File: src/verilog/pxf_pkg.sv
// Package of constants for the pin extra functions and prescaler block
package pxf_pkg;
    // APB register map
    localparam logic [7:0] PXF_ADDR_FLAG = 8'h00;
    localparam logic [7:0] PXF_ADDR_CTRL = 8'h04;
    localparam logic [7:0] PXF_ADDR_STAT = 8'h08;
    localparam logic [7:0] PXF_ADDR_MASK = 8'h0C;
    localparam logic [7:0] PXF_ADDR_CFG = 8'h10;
    // Field positions
    localparam int PXF_EDGE_BIT = 2;
    localparam int PXF_CTRL_T2EXT = 0;
    localparam int PXF_CTRL_SEREXT = 1;
    localparam int PXF_CTRL_STBY = 2;
    localparam int PXF_EV_WAKE = 0;
    localparam int PXF_EV_EDGE = 1;
    localparam int PXF_EV_EXT_INTERRUPT_PIN = 2;
    localparam int PXF_EV_W = 3;
    // Reset values
    localparam logic [3:0] PXF_FLAG_RST = 4'h0;
    localparam logic [2:0] PXF_CTRL_RST = 3'h0;
    localparam logic [2:0] PXF_EV_RST = 3'h0;
    // Prescaler
    localparam int PXF_INSN_OSC = 6;
    localparam int PXF_DIV_W = 12;
    localparam logic [2:0] PXF_INSN_LAST = 3'(PXF_INSN_OSC - 1);
    localparam logic [11:0] PXF_DIV_RST = 12'h000;
endpackage : pxf_pkg

File: src/verilog/pxf_sync.sv
// Two-flop synchroniser bank for pin inputs
`timescale 1ns/10ps
`default_nettype none
module pxf_sync #(
    parameter int W = 1
) (
    input wire logic clk_sys_i, // System clock
    input wire logic sys_rst_i, // Async reset, high
    input wire logic [W-1:0] d_i, // Asynchronous inputs
    output logic [W-1:0] q_o // Synchronised outputs
);
    logic [W-1:0] s1_reg;
    logic [W-1:0] s2_reg;
    logic [W-1:0] s1_next;
    logic [W-1:0] s2_next;

    always_comb begin
        s1_next = d_i;
        s2_next = s1_reg;
    end

    always_ff @(posedge clk_sys_i or posedge sys_rst_i) begin
        if (sys_rst_i) begin
            s1_reg <= '0;
            s2_reg <= '0;
        end else begin
            s1_reg <= s1_next;
            s2_reg <= s2_next;
        end
    end

    assign q_o = s2_reg;
endmodule : pxf_sync
`default_nettype wire

File: src/verilog/pxf_top.sv
// Pin extra functions, edge flags and shared clock prescaler
`timescale 1ns/10ps
`default_nettype none
module pxf_top #(
    parameter bit WAKE_EN = 1'b1, // Wake pin option
    parameter bit EDGE_EN = 1'b1, // Edge detector option
    parameter bit EDGE_RISE = 1'b1, // Edge detector polarity
    parameter bit EXT_INTERRUPT_PIN_EN = 1'b1, // External interrupt option
    parameter bit EXT_INTERRUPT_PIN_RISE = 1'b1, // External interrupt polarity
    parameter bit SER_MSB = 1'b1, // Serial bit order
    parameter bit SER_EN = 1'b1, // Serial interface option
    parameter bit ADC_EXT = 1'b0, // Converter clock from pin
    parameter int DIV_SEL = 1 // Prescaler divide 2**DIV_SEL, 1..12
) (
    input wire logic clk_sys_i, // Oscillator clock
    input wire logic sys_rst_i, // Async reset, high
    input wire logic psel, // APB select
    input wire logic penable, // APB enable
    input wire logic pwrite, // APB direction
    input wire logic [7:0] paddr, // APB byte address
    input wire logic [31:0] pwdata, // APB write data
    output logic [31:0] prdata, // APB read data
    output logic pready, // APB ready
    output logic pslverr, // APB error
    input wire logic wake_input_pin_i, // Wake pin
    input wire logic edge_detect_pin_i, // Edge detector pin
    input wire logic ext_interrupt_pin_i, // External interrupt pin
    input wire logic converter_clock_pin_i, // External converter clock
    input wire logic second_timer_ext_i, // External timer clock
    input wire logic serial_clock_pin_i, // External serial clock in
    output logic serial_clock_or_clock_out_pin_o, // Shared clock pin out
    output logic serial_clock_oe_o, // Shared pin drive enable
    output logic standby_o, // Core held in standby
    output logic resume_o, // Pulse: resume at suspended address
    output logic ext_irq_o, // Pulse: external interrupt edge
    output logic first_timer_tick_o, // Pulse: first timer count
    output logic second_timer_tick_o, // Pulse: second timer count
    output logic serial_shift_tick_o, // Pulse: serial shift clock
    output logic converter_tick_o, // Pulse: converter clock
    output logic serial_msb_first_o, // Serial bit order
    output logic irq_o // Level interrupt
);
    // all options above are parameters, not registers
    ////////////////////////////////////////////////////////////////////////
    // Pin synchronisers
    logic [5:0] pin_raw;
    logic [5:0] pin_s;
    assign pin_raw = {serial_clock_pin_i, second_timer_ext_i,
                      converter_clock_pin_i, ext_interrupt_pin_i,
                      edge_detect_pin_i, wake_input_pin_i};

    pxf_sync #(.W(6)) u_sync (
        .clk_sys_i(clk_sys_i),
        .sys_rst_i(sys_rst_i),
        .d_i(pin_raw),
        .q_o(pin_s)
    );

    logic [5:0] pin_d_reg;
    logic [5:0] pin_d_next;
    logic [5:0] rise;
    logic [5:0] fall;
    assign rise = pin_s & ~pin_d_reg;
    assign fall = ~pin_s & pin_d_reg;

    ////////////////////////////////////////////////////////////////////////
    // Prescaler: instruction rate then binary divider
    logic [2:0] osc_cnt_reg;
    logic [2:0] osc_cnt_next;
    logic [11:0] div_reg;
    logic [11:0] div_next;
    logic insn_tick;
    logic pre_tick;
    logic pre_clk;

    always_comb begin
        insn_tick = (osc_cnt_reg == pxf_pkg::PXF_INSN_LAST);
        osc_cnt_next = insn_tick ? 3'h0 : osc_cnt_reg + 3'h1;
        div_next = insn_tick ? div_reg + 12'h001 : div_reg;
    end

    // Tick on the instruction when the selected stage wraps to zero
    assign pre_tick = insn_tick &&
        (div_reg[DIV_SEL-1:0] == {DIV_SEL{1'b1}});
    assign pre_clk = div_reg[DIV_SEL-1];

    ////////////////////////////////////////////////////////////////////////
    // Registers
    logic edge_flag_reg;
    logic edge_flag_next;
    logic [2:0] ctrl_reg;
    logic [2:0] ctrl_next;
    logic [2:0] stat_reg;
    logic [2:0] stat_next;
    logic [2:0] mask_reg;
    logic [2:0] mask_next;
    logic resume_reg;
    logic resume_next;
    logic ext_interrupt_pin_reg;
    logic ext_interrupt_pin_next;
    logic [31:0] rdata_reg;
    logic [31:0] rdata_next;

    logic wr;
    logic rd;
    logic hit;
    logic edge_ev;
    logic wake_ev;
    logic ext_interrupt_pin_ev;
    logic [2:0] ev;

    assign hit = (paddr == pxf_pkg::PXF_ADDR_FLAG) ||
                 (paddr == pxf_pkg::PXF_ADDR_CTRL) ||
                 (paddr == pxf_pkg::PXF_ADDR_STAT) ||
                 (paddr == pxf_pkg::PXF_ADDR_MASK) ||
                 (paddr == pxf_pkg::PXF_ADDR_CFG);
    assign wr = psel && penable && pwrite && hit;
    assign rd = psel && !penable && !pwrite;

    // Edge sampling runs on the free clock, so standby does not block it
    assign edge_ev = EDGE_EN &&
        (EDGE_RISE ? rise[1] : fall[1]);
    assign wake_ev = WAKE_EN && ctrl_reg[pxf_pkg::PXF_CTRL_STBY]
        && rise[0];
    assign ext_interrupt_pin_ev = EXT_INTERRUPT_PIN_EN &&
        (EXT_INTERRUPT_PIN_RISE ? rise[2] : fall[2]);
    assign ev = {ext_interrupt_pin_ev, edge_ev, wake_ev};

    always_comb begin
        pin_d_next = pin_s;
        ctrl_next = ctrl_reg;
        mask_next = mask_reg;
        edge_flag_next = edge_flag_reg;
        if (wr && paddr == pxf_pkg::PXF_ADDR_FLAG) begin
            edge_flag_next = 1'b0;
        end
        if (edge_ev) begin
            edge_flag_next = 1'b1;
        end
        if (wr && paddr == pxf_pkg::PXF_ADDR_CTRL) begin
            ctrl_next = pwdata[2:0];
        end
        if (wake_ev) begin
            ctrl_next[pxf_pkg::PXF_CTRL_STBY] = 1'b0;
        end
        if (wr && paddr == pxf_pkg::PXF_ADDR_MASK) begin
            mask_next = pwdata[2:0];
        end
        stat_next = stat_reg;
        if (wr && paddr == pxf_pkg::PXF_ADDR_STAT) begin
            stat_next = stat_reg & ~pwdata[2:0];
        end
        stat_next = stat_next | ev;
        resume_next = wake_ev;
        ext_interrupt_pin_next = ext_interrupt_pin_ev;
        rdata_next = rdata_reg;
        if (rd) begin
            unique case (paddr)
                pxf_pkg::PXF_ADDR_FLAG:
                    rdata_next = {28'h000_0000, 1'b0, edge_flag_reg, 2'b00};
                pxf_pkg::PXF_ADDR_CTRL: rdata_next = {29'h0000_0000, ctrl_reg};
                pxf_pkg::PXF_ADDR_STAT: rdata_next = {29'h0000_0000, stat_reg};
                pxf_pkg::PXF_ADDR_MASK: rdata_next = {29'h0000_0000, mask_reg};
                pxf_pkg::PXF_ADDR_CFG: rdata_next = {24'h00_0000,
                    SER_EN, SER_MSB, ADC_EXT, EXT_INTERRUPT_PIN_RISE, EDGE_RISE,
                    EXT_INTERRUPT_PIN_EN, EDGE_EN, WAKE_EN};
                default: rdata_next = 32'h0000_0000;
            endcase
        end
    end

    always_ff @(posedge clk_sys_i or posedge sys_rst_i) begin
        if (sys_rst_i) begin
            pin_d_reg <= 6'h00;
            osc_cnt_reg <= 3'h0;
            div_reg <= pxf_pkg::PXF_DIV_RST;
            edge_flag_reg <= 1'b0;
            ctrl_reg <= pxf_pkg::PXF_CTRL_RST;
            stat_reg <= pxf_pkg::PXF_EV_RST;
            mask_reg <= pxf_pkg::PXF_EV_RST;
            resume_reg <= 1'b0;
            ext_interrupt_pin_reg <= 1'b0;
            rdata_reg <= 32'h0000_0000;
        end else begin
            pin_d_reg <= pin_d_next;
            osc_cnt_reg <= osc_cnt_next;
            div_reg <= div_next;
            edge_flag_reg <= edge_flag_next;
            ctrl_reg <= ctrl_next;
            stat_reg <= stat_next;
            mask_reg <= mask_next;
            resume_reg <= resume_next;
            ext_interrupt_pin_reg <= ext_interrupt_pin_next;
            rdata_reg <= rdata_next;
        end
    end

    ////////////////////////////////////////////////////////////////////////
    // Clock distribution
    assign first_timer_tick_o = pre_tick;
    assign second_timer_tick_o = ctrl_reg[pxf_pkg::PXF_CTRL_T2EXT] ?
        rise[4] : pre_tick;
    assign serial_shift_tick_o = ctrl_reg[pxf_pkg::PXF_CTRL_SEREXT] ?
        rise[5] : pre_tick;
    assign converter_tick_o = ADC_EXT ? rise[3] : pre_tick;
    // Shared pin always drives the prescaler clock; only its drive enable depends on the serial mode
    assign serial_clock_or_clock_out_pin_o = pre_clk;
    assign serial_clock_oe_o = !SER_EN ||
        !ctrl_reg[pxf_pkg::PXF_CTRL_SEREXT];
    assign serial_msb_first_o = SER_MSB;
    assign standby_o = ctrl_reg[pxf_pkg::PXF_CTRL_STBY];
    assign resume_o = resume_reg;
    assign ext_irq_o = ext_interrupt_pin_reg;
    assign irq_o = |(stat_reg & mask_reg);

    assign prdata = rdata_reg;
    assign pready = 1'b1;
    assign pslverr = psel && penable && !hit;
endmodule : pxf_top
`default_nettype wire
File: config.mk
export PLATFORM = sky130hd
export DESIGN_NAME = pxf_top
export DESIGN_NICKNAME = d
export VERILOG_FILES = /design/src/verilog/pxf_pkg.sv /design/src/verilog/pxf_sync.sv /design/src/verilog/pxf_top.sv
export SDC_FILE = /design/constraint.sdc
export NUM_CORES = 1
export LEC_CHECK = 0
export CAP_MARGIN = 30
export CORE_AREA = 2 2 67 69
export CTS_CLUSTER_DIAMETER = 60
export CTS_CLUSTER_SIZE = 10
export DETAILED_ROUTE_END_ITERATION = 6
export DIE_AREA = 0 0 69 71
export DONT_BUFFER_PORTS = 1
export HOLD_SLACK_MARGIN = 0.15
export PLACE_DENSITY = 0.56
export SETUP_SLACK_MARGIN = 0.4
export SYNTH_ARGS = -nofsm -noshare
export SYNTH_HDL_FRONTEND = slang
export SYNTH_SLANG_ARGS = --single-unit
File: constraint.sdc
create_clock -name clk_sys_i -period 1.34 [get_ports clk_sys_i]
set_input_delay 0.067 -clock clk_sys_i [delete_from_list [all_inputs] [get_ports clk_sys_i]]
set_output_delay 0.067 -clock clk_sys_i [all_outputs]
set_load 0.05 [all_outputs]
==> flow_summary.toml, run 1 <==
[outcome]
outcome = "complete, but fails checks"
violations = "setup timing"

[place]
dpl_cell_area_um2 = 1740
placed_cells = 201
place_congestion = 0.735
dpl.hpwl_mm = 2.05
port_buffers = 0

[cts]
htreeDepth = 2
clk_path_buf_depth = 2
cts_tree = "built"
numCtsBuffers = 5
ctsRootBufferMaster = "clkbuf_8"
cts_sinks = 35
hold_buffers = 12
clk_latency_ps = 280
clk_pin_slew_ps = 60

[routing]
drc = 0
drt.antenna.violating_nets = 0
dr.first_iter.drc_count = 43
routedWlPerCell_um = 13.1
first_pass_iters = 4
viasPerCell = 4.76
wl_mm = 2.98
vias = 1086

[worst_setup_path]
rrSetupSlack_ps = 180
crit_fanout = 3
endpoint_kind = "primary output"
start_kind = "flop"
required_ps = 1270
critPathArrivalTime_ps = 1360
path_class = "reg -> out"

[synth]
syn_inst = 145
synth.top_cell.area_share = 0.536
yosys.area.top_type = "dfrtp_1"
synth-async-reset-ratio = 1.00
synthTopCellsByCount = "35 x dfrtp_1, 31 x buf_4, 12 x nand2_1"
synth_edf_count = 0
avgSynthCellArea_um2 = 11.3
ys_seq_area_frac = 0.536
yosys_warnings = 0
synth.distinct_cells = 35
syn_area_um2 = 1640
synth.area.top_cells = "dfrtp_1 54%, buf_4 14%, nand2_1 2.8%"
ys_ff_latch = 35
synth.most_common_cell = "dfrtp_1"
synth_flop_cell = "dfrtp_1"

[die]
rows = 24
die_w_um = 69
die_y_um = 71
design.core.area_um2 = 4200
io_pins = 96
start_util = 0.389
die_area_um2 = 4900

[grt]
grt_max_degree = 36
grt_usage = 0.125
antenna_found_initial = 0
grt_pass1_wl_mm = 4.77
grt_overflow = 0
grt_pass1_vias = 1052

[cells_and_area]
area_growth_pct = 30.4
num_antenna_cells = 0
stdcell_count = 228
nNetsFinal = 226
drive_gt1_frac = 0.392
finalInstanceArea_um2 = 2130

[power_and_ir_drop]
totalPowerFinal_mw = 2.19
power.leakage_nw = 0.995
p_per_area_nw_per_um2 = 1030
ir_worst_vdd_mv = 0.652

[timing]
tns_ps = -199
clock-skew-final_ps = 4.47
setup_viol = 3
max_freq_mhz = 700
report.final.slew_viol_count = 0
final.hold.worst_slack_ps = 108
fin_crit_sh = 1.07
rsz0062_at_grt = "yes"
fin_crit_ps = 1430
fin_ws_ps = -89.4
hold_viol = 0

[flow_run]
max-cap-violations = 0

[min_path]
hp-class = "in -> reg"
## metal layers
metal  GRT usage  vias to the layer above  wire length [um]
li1            -                      496                 -
met1       0.146                      533              1170
met2       0.196                       50              1520
met3      0.0470                        7               231
met4      0.0741                        0                58
met5           0                        -                 0
## timing repair
item / 4_1_cts / 5_1_grt
gates cloned: 0 / 0
setup endpoints to repair: 31 / 32
resized for setup: 27 / 14
setup buffers: 4 / 3
pin swaps: 7 / 8
hold endpoints to repair: 54 / 1
## cell families (layout without fill, tap and decap cells)
kind of cell	count (synthesis)	in the layout	synth area share
XOR/XNOR	1	1	0.00536
AO/OA/AOI/OAI	21	21	0.0865
multiplexers	8	8	0.0604
other	2	27	0.00459
flip-flops	35	35	0.536
AND/OR/NAND/NOR	39	39	0.147
buffers and inverters	39	45	0.161
## final timing paths
path                             startpoint             end  cells after the start
hold / removal                      penable       prdata[6]                      2
max in group asynchronous         sys_rst_i       prdata[6]                      3
hold reg to reg            u_sync.s1_reg[2]   u_sync.q_o[2]                      0
setup reg to reg                stat_reg[2]       prdata[2]                      3
min in group asynchronous         sys_rst_i  osc_cnt_reg[1]                      3
setup / recovery                mask_reg[2]           irq_o                      2
## report_power, final
group	leakage, nW	internal [mW]	switching (mW)
combinational	0.525	0.0653	0.250
clock	0.0482	0.414	0.344
sequential	0.422	1.09	0.0244
total	0.995	1.57	0.619
## per-stage QoR
step                setup WS [ps]  utilization
floorplan                    8.75            -
global placement            -62.8        0.413
detailed placement          -79.3        0.413
finish                      -89.4        0.507
CTS                          -104        0.488
global route                 -152        0.507
## layout make-up
cell class | count | area, um^2
sequential | 35 | 885
tap | 52 | 65.1
inverter | 7 | 33.8
fill | 372 | 2070
clock buffer | 7 | 86.3
timing repair buffer | 30 | 319
clock inverter | 1 | 5.00
multi-input combinational | 96 | 738
## cell usage in the layout (no fill, tap or decap), drive strengths merged, types with 2 or more instances in the layout
cell,Yosys,final
mux2i,2,2
buf,31,18
and2b,2,2
nor3,4,4
a22oi,4,4
clkinvlp,0,2
nand3,3,3
inv,7,5
dlymetal6s4s,0,2
a21o,4,4
clkbuf,1,7
o22ai,2,2
o21ai,7,7
mux2,5,5
or3,2,2
dlygate4sd3,0,10
conb,2,27
dfrtp,35,35
and3,2,2
nor2,6,6
nand2,12,12
## critical path: stages, from the launching register on
cell      delay (ps)
dfrtp_1          400
a222oi_1         460
inv_2            220
Power figures use the tool's default switching activity.
==> run 2: changes to the inputs <==
Settings changed: PLACE_DENSITY 0.56 to 0.58.
Clock period 1.34 ns to 1.2 ns, I/O delays scaled along.
==> run 2 against run 1 <==
The run ends with hold timing, setup timing left. Final cell count rose by 1.8%. Die area did not move. Power rose by 14%. Critical endpoint unchanged. Largest cell class unchanged. Largest power group unchanged.
==> flow_summary.toml, run 2 (same netlist as run 1, synthesis figures left out) <==
[worst_setup_path]
critPathArrivalTime_ps = 1330
endpoint = "irq_o"
start_kind = "flop"
crit_start = "mask_reg[2]"
endpoint_kind = "primary output"
path_class = "reg -> out"
crit_fanout = 3
reg2reg_to = "osc_cnt_reg[1]"
crit_family = "compound AO/OA/AOI/OAI gates"
cp.depth = 2
cp_slowest_cell = "a222oi_1"
max_stage_delay_ps = 450
path_buf_inv = 1
required_ps = 1140
rrSetupSlack_ps = -30
r2r_cells = 5
worstReg2RegStart = "osc_cnt_reg[1]"
crit_path_cell_trace = "a222oi_1 -> inv_2"

[cells_and_area]
num_antenna_cells = 0
nNetsFinal = 230
drive_gt1_frac = 0.422
layout_common_cells = "28 x dfrtp_1, 27 x conb_1, 10 x nand2_1, 10 x buf_4, 8 x dlygate4sd3_1"
area_growth_pct = 35.4
final_common_cell = "dfrtp_1"

[flow_run]
max-cap-violations = 0

[die]
die_w_um = 69
io_pins = 96
start_util = 0.389
die_area_um2 = 4900
rows = 24
die_y_um = 71
design.core.area_um2 = 4200

[routing]
viasPerCell = 4.71
routedWlPerCell_um = 13.1
vias = 1092
dr.first_iter.drc_count = 39
drc = 0
drt.antenna.violating_nets = 0
wl_mm = 3.03
first_pass_iters = 4

[min_path]
hp-class = "in -> async"

[grt]
grt_usage = 0.131
gr-usage-met3 = 0.0427
grtUsageMet1 = 0.155
global_route.peak_usage_layer = "met2"
grt_max_degree = 36
grt_pass1_vias = 1096
antenna_found_initial = 0
grt_pass1_wl_mm = 5.14
use_met2 = 0.225
grt_overflow = 0

[timing]
max_freq_mhz = 719
report.final.slew_viol_count = 0
fin_ws_ps = -192
clock-skew-final_ps = 1.83
fin_crit_sh = 1.16
fin_crit_ps = 1390
relSlewSlack = 0.524
rsz0062_at_grt = "yes"
setup_viol = 6
hold_viol = 35
max_slew.worst_pin.slew_ps = 712
final.hold.worst_slack_ps = -242

[place]
place_congestion = 0.790
dpl.hpwl_mm = 2.20
port_buffers = 0
post-place-ws_ps = -203

[cts]
clk_latency_ps = 270
htreeDepth = 2
cts_sinks = 35
ctsRootBufferMaster = "clkbuf_8"
hold_buffers = 11
clk_path_buf_depth = 2
clk_pin_slew_ps = 60
numCtsBuffers = 5
cts_tree = "built"

[power_and_ir_drop]
power.leakage_nw = 1.02
ir_worst_vdd_mv = 0.840
p_per_area_nw_per_um2 = 1130
totalPowerFinal_mw = 2.50

[outcome]
violations = "hold timing, setup timing"
outcome = "complete, but fails checks"
run 2: report_power, final:
part / switching, mW / internal [mW] / total (mW)
clock: 0.380 / 0.523 / 0.903
sequential: 0.0279 / 1.22 / 1.24
combinational: 0.280 / 0.0723 / 0.353
total: 0.688 / 1.81 / 2.50
run 2: repair_timing:
item	in CTS	in global routing
gates resized for setup	26	13
pin swaps	10	4
setup endpoints to repair	34	36
gates cloned	0	0
endpoints found under the hold margin	54	38
setup buffers	6	6
run 2: cell type report:
cell class	count	area [um^2]
multi-input cells	96	746
well taps	52	65.1
flip-flops and latches	35	885
repair buffers	34	382
fillers	356	1990
inverters	7	37.5
clock buffers	8	100
run 2: stage by stage:
step                cells  setup TNS [ps]  instance area (um^2)  utilization
floorplan             170            -917                  1860            -
global placement      201           -1260                  1790        0.426
detailed placement    201           -1460                  1790        0.426
CTS                   226            -721                  2120        0.505
global route          232            -992                  2210        0.527
finish                232            -694                  2210        0.527
run 2: worst min path at each step:
stage                     slack (ps)          endpoint       from
after floorplan                    7       ctrl_reg[0]  sys_rst_i
after global placement            70  u_sync.s1_reg[0]  sys_rst_i
after detailed placement          80  u_sync.s1_reg[0]  sys_rst_i
after CTS                       -220  u_sync.s1_reg[0]  sys_rst_i
after global routing            -200       mask_reg[1]  sys_rst_i
final                           -240  u_sync.s1_reg[0]  sys_rst_i
run 2: layer usage:
| metal | vias to the layer above | share of wire | wire (um) |
|---|---|---|---|
| li1 | 505 | - | - |
| met1 | 535 | 0.39 | 1180 |
| met2 | 47 | 0.52 | 1580 |
| met3 | 5 | 0.077 | 232 |
| met4 | 0 | 0.013 | 40 |
| met5 | - | 0 | 0 |
==> run 3: changes to the inputs <==
Settings changed: CORE_AREA 2 2 67 69 to 2 2 61 63, DIE_AREA 0 0 69 71 to 0 0 63 65, PLACE_DENSITY 0.58 to 0.67.
==> run 3 against run 2 <==
The run still ends with hold timing, setup timing left. Clock-buffer cell count is the same. Sequential share of layout area rose by 0.068 points. Global-route usage up 4.3 points. Non-clock buffer count is 5 higher. Register-to-register slack got worse by 130 ps. Maximum frequency decreased by 6.3%. Via count up 2.7%.
==> flow_summary.toml, run 3 (same netlist as run 1, synthesis figures left out) <==
[worst_setup_path]
crit_family = "compound AO/OA/AOI/OAI gates"
start_kind = "flop"
critPathArrivalTime_ps = 1420
max_stage_delay_ps = 470
path_class = "reg -> out"
required_ps = 1140
path_buf_inv = 1
crit_fanout = 2
cp_slowest_cell = "a222oi_1"
rrSetupSlack_ps = -160
crit_path_cell_trace = "a222oi_1 -> inv_2"
endpoint_kind = "primary output"

[power_and_ir_drop]
switching_share = 0.298
combinationalPowerShare = 0.157
p_int_mw = 1.63
p_switching_mw = 0.694
power.leakage_nw = 1.01
p_seq_frac = 0.533
totalPowerFinal_mw = 2.33
p_per_area_nw_per_um2 = 1050
ir_worst_vdd_mv = 0.826
pwr-share-clk = 0.310

[cells_and_area]
final_common_cell = "dfrtp_1"
layout_common_cells = "28 x dfrtp_1, 27 x conb_1, 13 x buf_4"
num_antenna_cells = 0
nNetsFinal = 236
nFillCells = 281
area_growth_pct = 35.2
drive_gt1_frac = 0.452
fin_util = 0.632

[die]
die_y_um = 65
rows = 22
die_w_um = 63
start_util = 0.468
die_area_um2 = 4100
design.core.area_um2 = 3500
io_pins = 96

[grt]
grt_pass1_vias = 1129
grt_pass1_wl_mm = 5.42
grt_max_degree = 36
grt_overflow = 0
grt_usage = 0.174
antenna_found_initial = 0

[routing]
wl_mm = 3.37
drt.antenna.violating_nets = 0
dr.first_iter.drc_count = 34
routedWlPerCell_um = 14.4
first_pass_iters = 4
viasPerCell = 4.79
drc = 0
vias = 1122

[timing]
setup_viol = 6
rsz0062_at_grt = "yes"
fin_ws_ps = -284
report.final.slew_viol_count = 0
fin_crit_ps = 1480
clock-skew-final_ps = 6.40
max_freq_mhz = 674
fin_crit_sh = 1.24
hold_viol = 1
final.hold.worst_slack_ps = -19.8

[cts]
hold_buffers = 12
cts_tree = "built"
htreeDepth = 2
numCtsBuffers = 5
cts_sinks = 35
clk_path_buf_depth = 2
clk_pin_slew_ps = 100
ctsRootBufferMaster = "clkbuf_4"
clk_latency_ps = 330

[min_path]
hp-class = "in -> reg"

[place]
place_congestion = 0.816
dpl.hpwl_mm = 2.06
post-place-ws_ps = -180
port_buffers = 0

[outcome]
violations = "hold timing, setup timing"
outcome = "complete, but fails checks"

[flow_run]
max-cap-violations = 0
-- run 3: cell type report --
type,count,area (um^2),share of cell area
clock buffers,8,68.8,0.0311
inverters,7,37.5,0.0170
multi-input cells,96,742,0.336
flip-flops and latches,35,885,0.400
well taps,48,60.1,0.0272
repair buffers,39,410,0.186
repair inverters,1,7.51,0.00340
-- run 3: final timing paths --
path / from / to / depth (start not counted)
worst max register to register: mask_reg[2] / prdata[2] / 4
min in group asynchronous: sys_rst_i / pin_d_reg[4] / 2
worst min register to register: u_sync.s1_reg[5] / u_sync.q_o[5] / 0
worst max-delay path: mask_reg[2] / irq_o / 2
max in group asynchronous: sys_rst_i / ctrl_reg[2] / 2
worst min-delay path: penable / prdata[6] / 2
-- run 3: through the flow --
stage | std cells | instance area [um^2] | setup TNS, ps
2_1_floorplan | 170 | 1860 | -917
3_3_place_gp | 197 | 1780 | -1230
3_5_place_dp | 197 | 1780 | -1370
4_1_cts | 225 | 2120 | -2260
5_1_grt | 234 | 2210 | -1660
6_report | 234 | 2210 | -1290
-- run 3: metal layers --
metal | GRT usage | vias to the layer above | routed length (um)
li1 | - | 518 | -
met1 | 0.205 | 549 | 1260
met2 | 0.297 | 42 | 1790
met3 | 0.0503 | 13 | 216
met4 | 0.0778 | 0 | 101
met5 | 0 | - | 0
-- run 3: repair_timing --
item                                   CTS  global route
resized for setup                       28            19
setup buffers                            8             8
gates cloned                             0             1
setup endpoints to repair               33            71
endpoints found under the hold margin   54             4
pin swaps                               10            10
-- run 3: power by group through the flow --
stage               Clock (mW)  Sequential (mW)  Combinational, mW
floorplan                    0             1.26              0.348
global placement             0             1.26              0.296
detailed placement           0             1.26              0.299
CTS                      0.723             1.24              0.351
global route             0.798             1.24              0.388
finish                   0.721             1.24              0.366
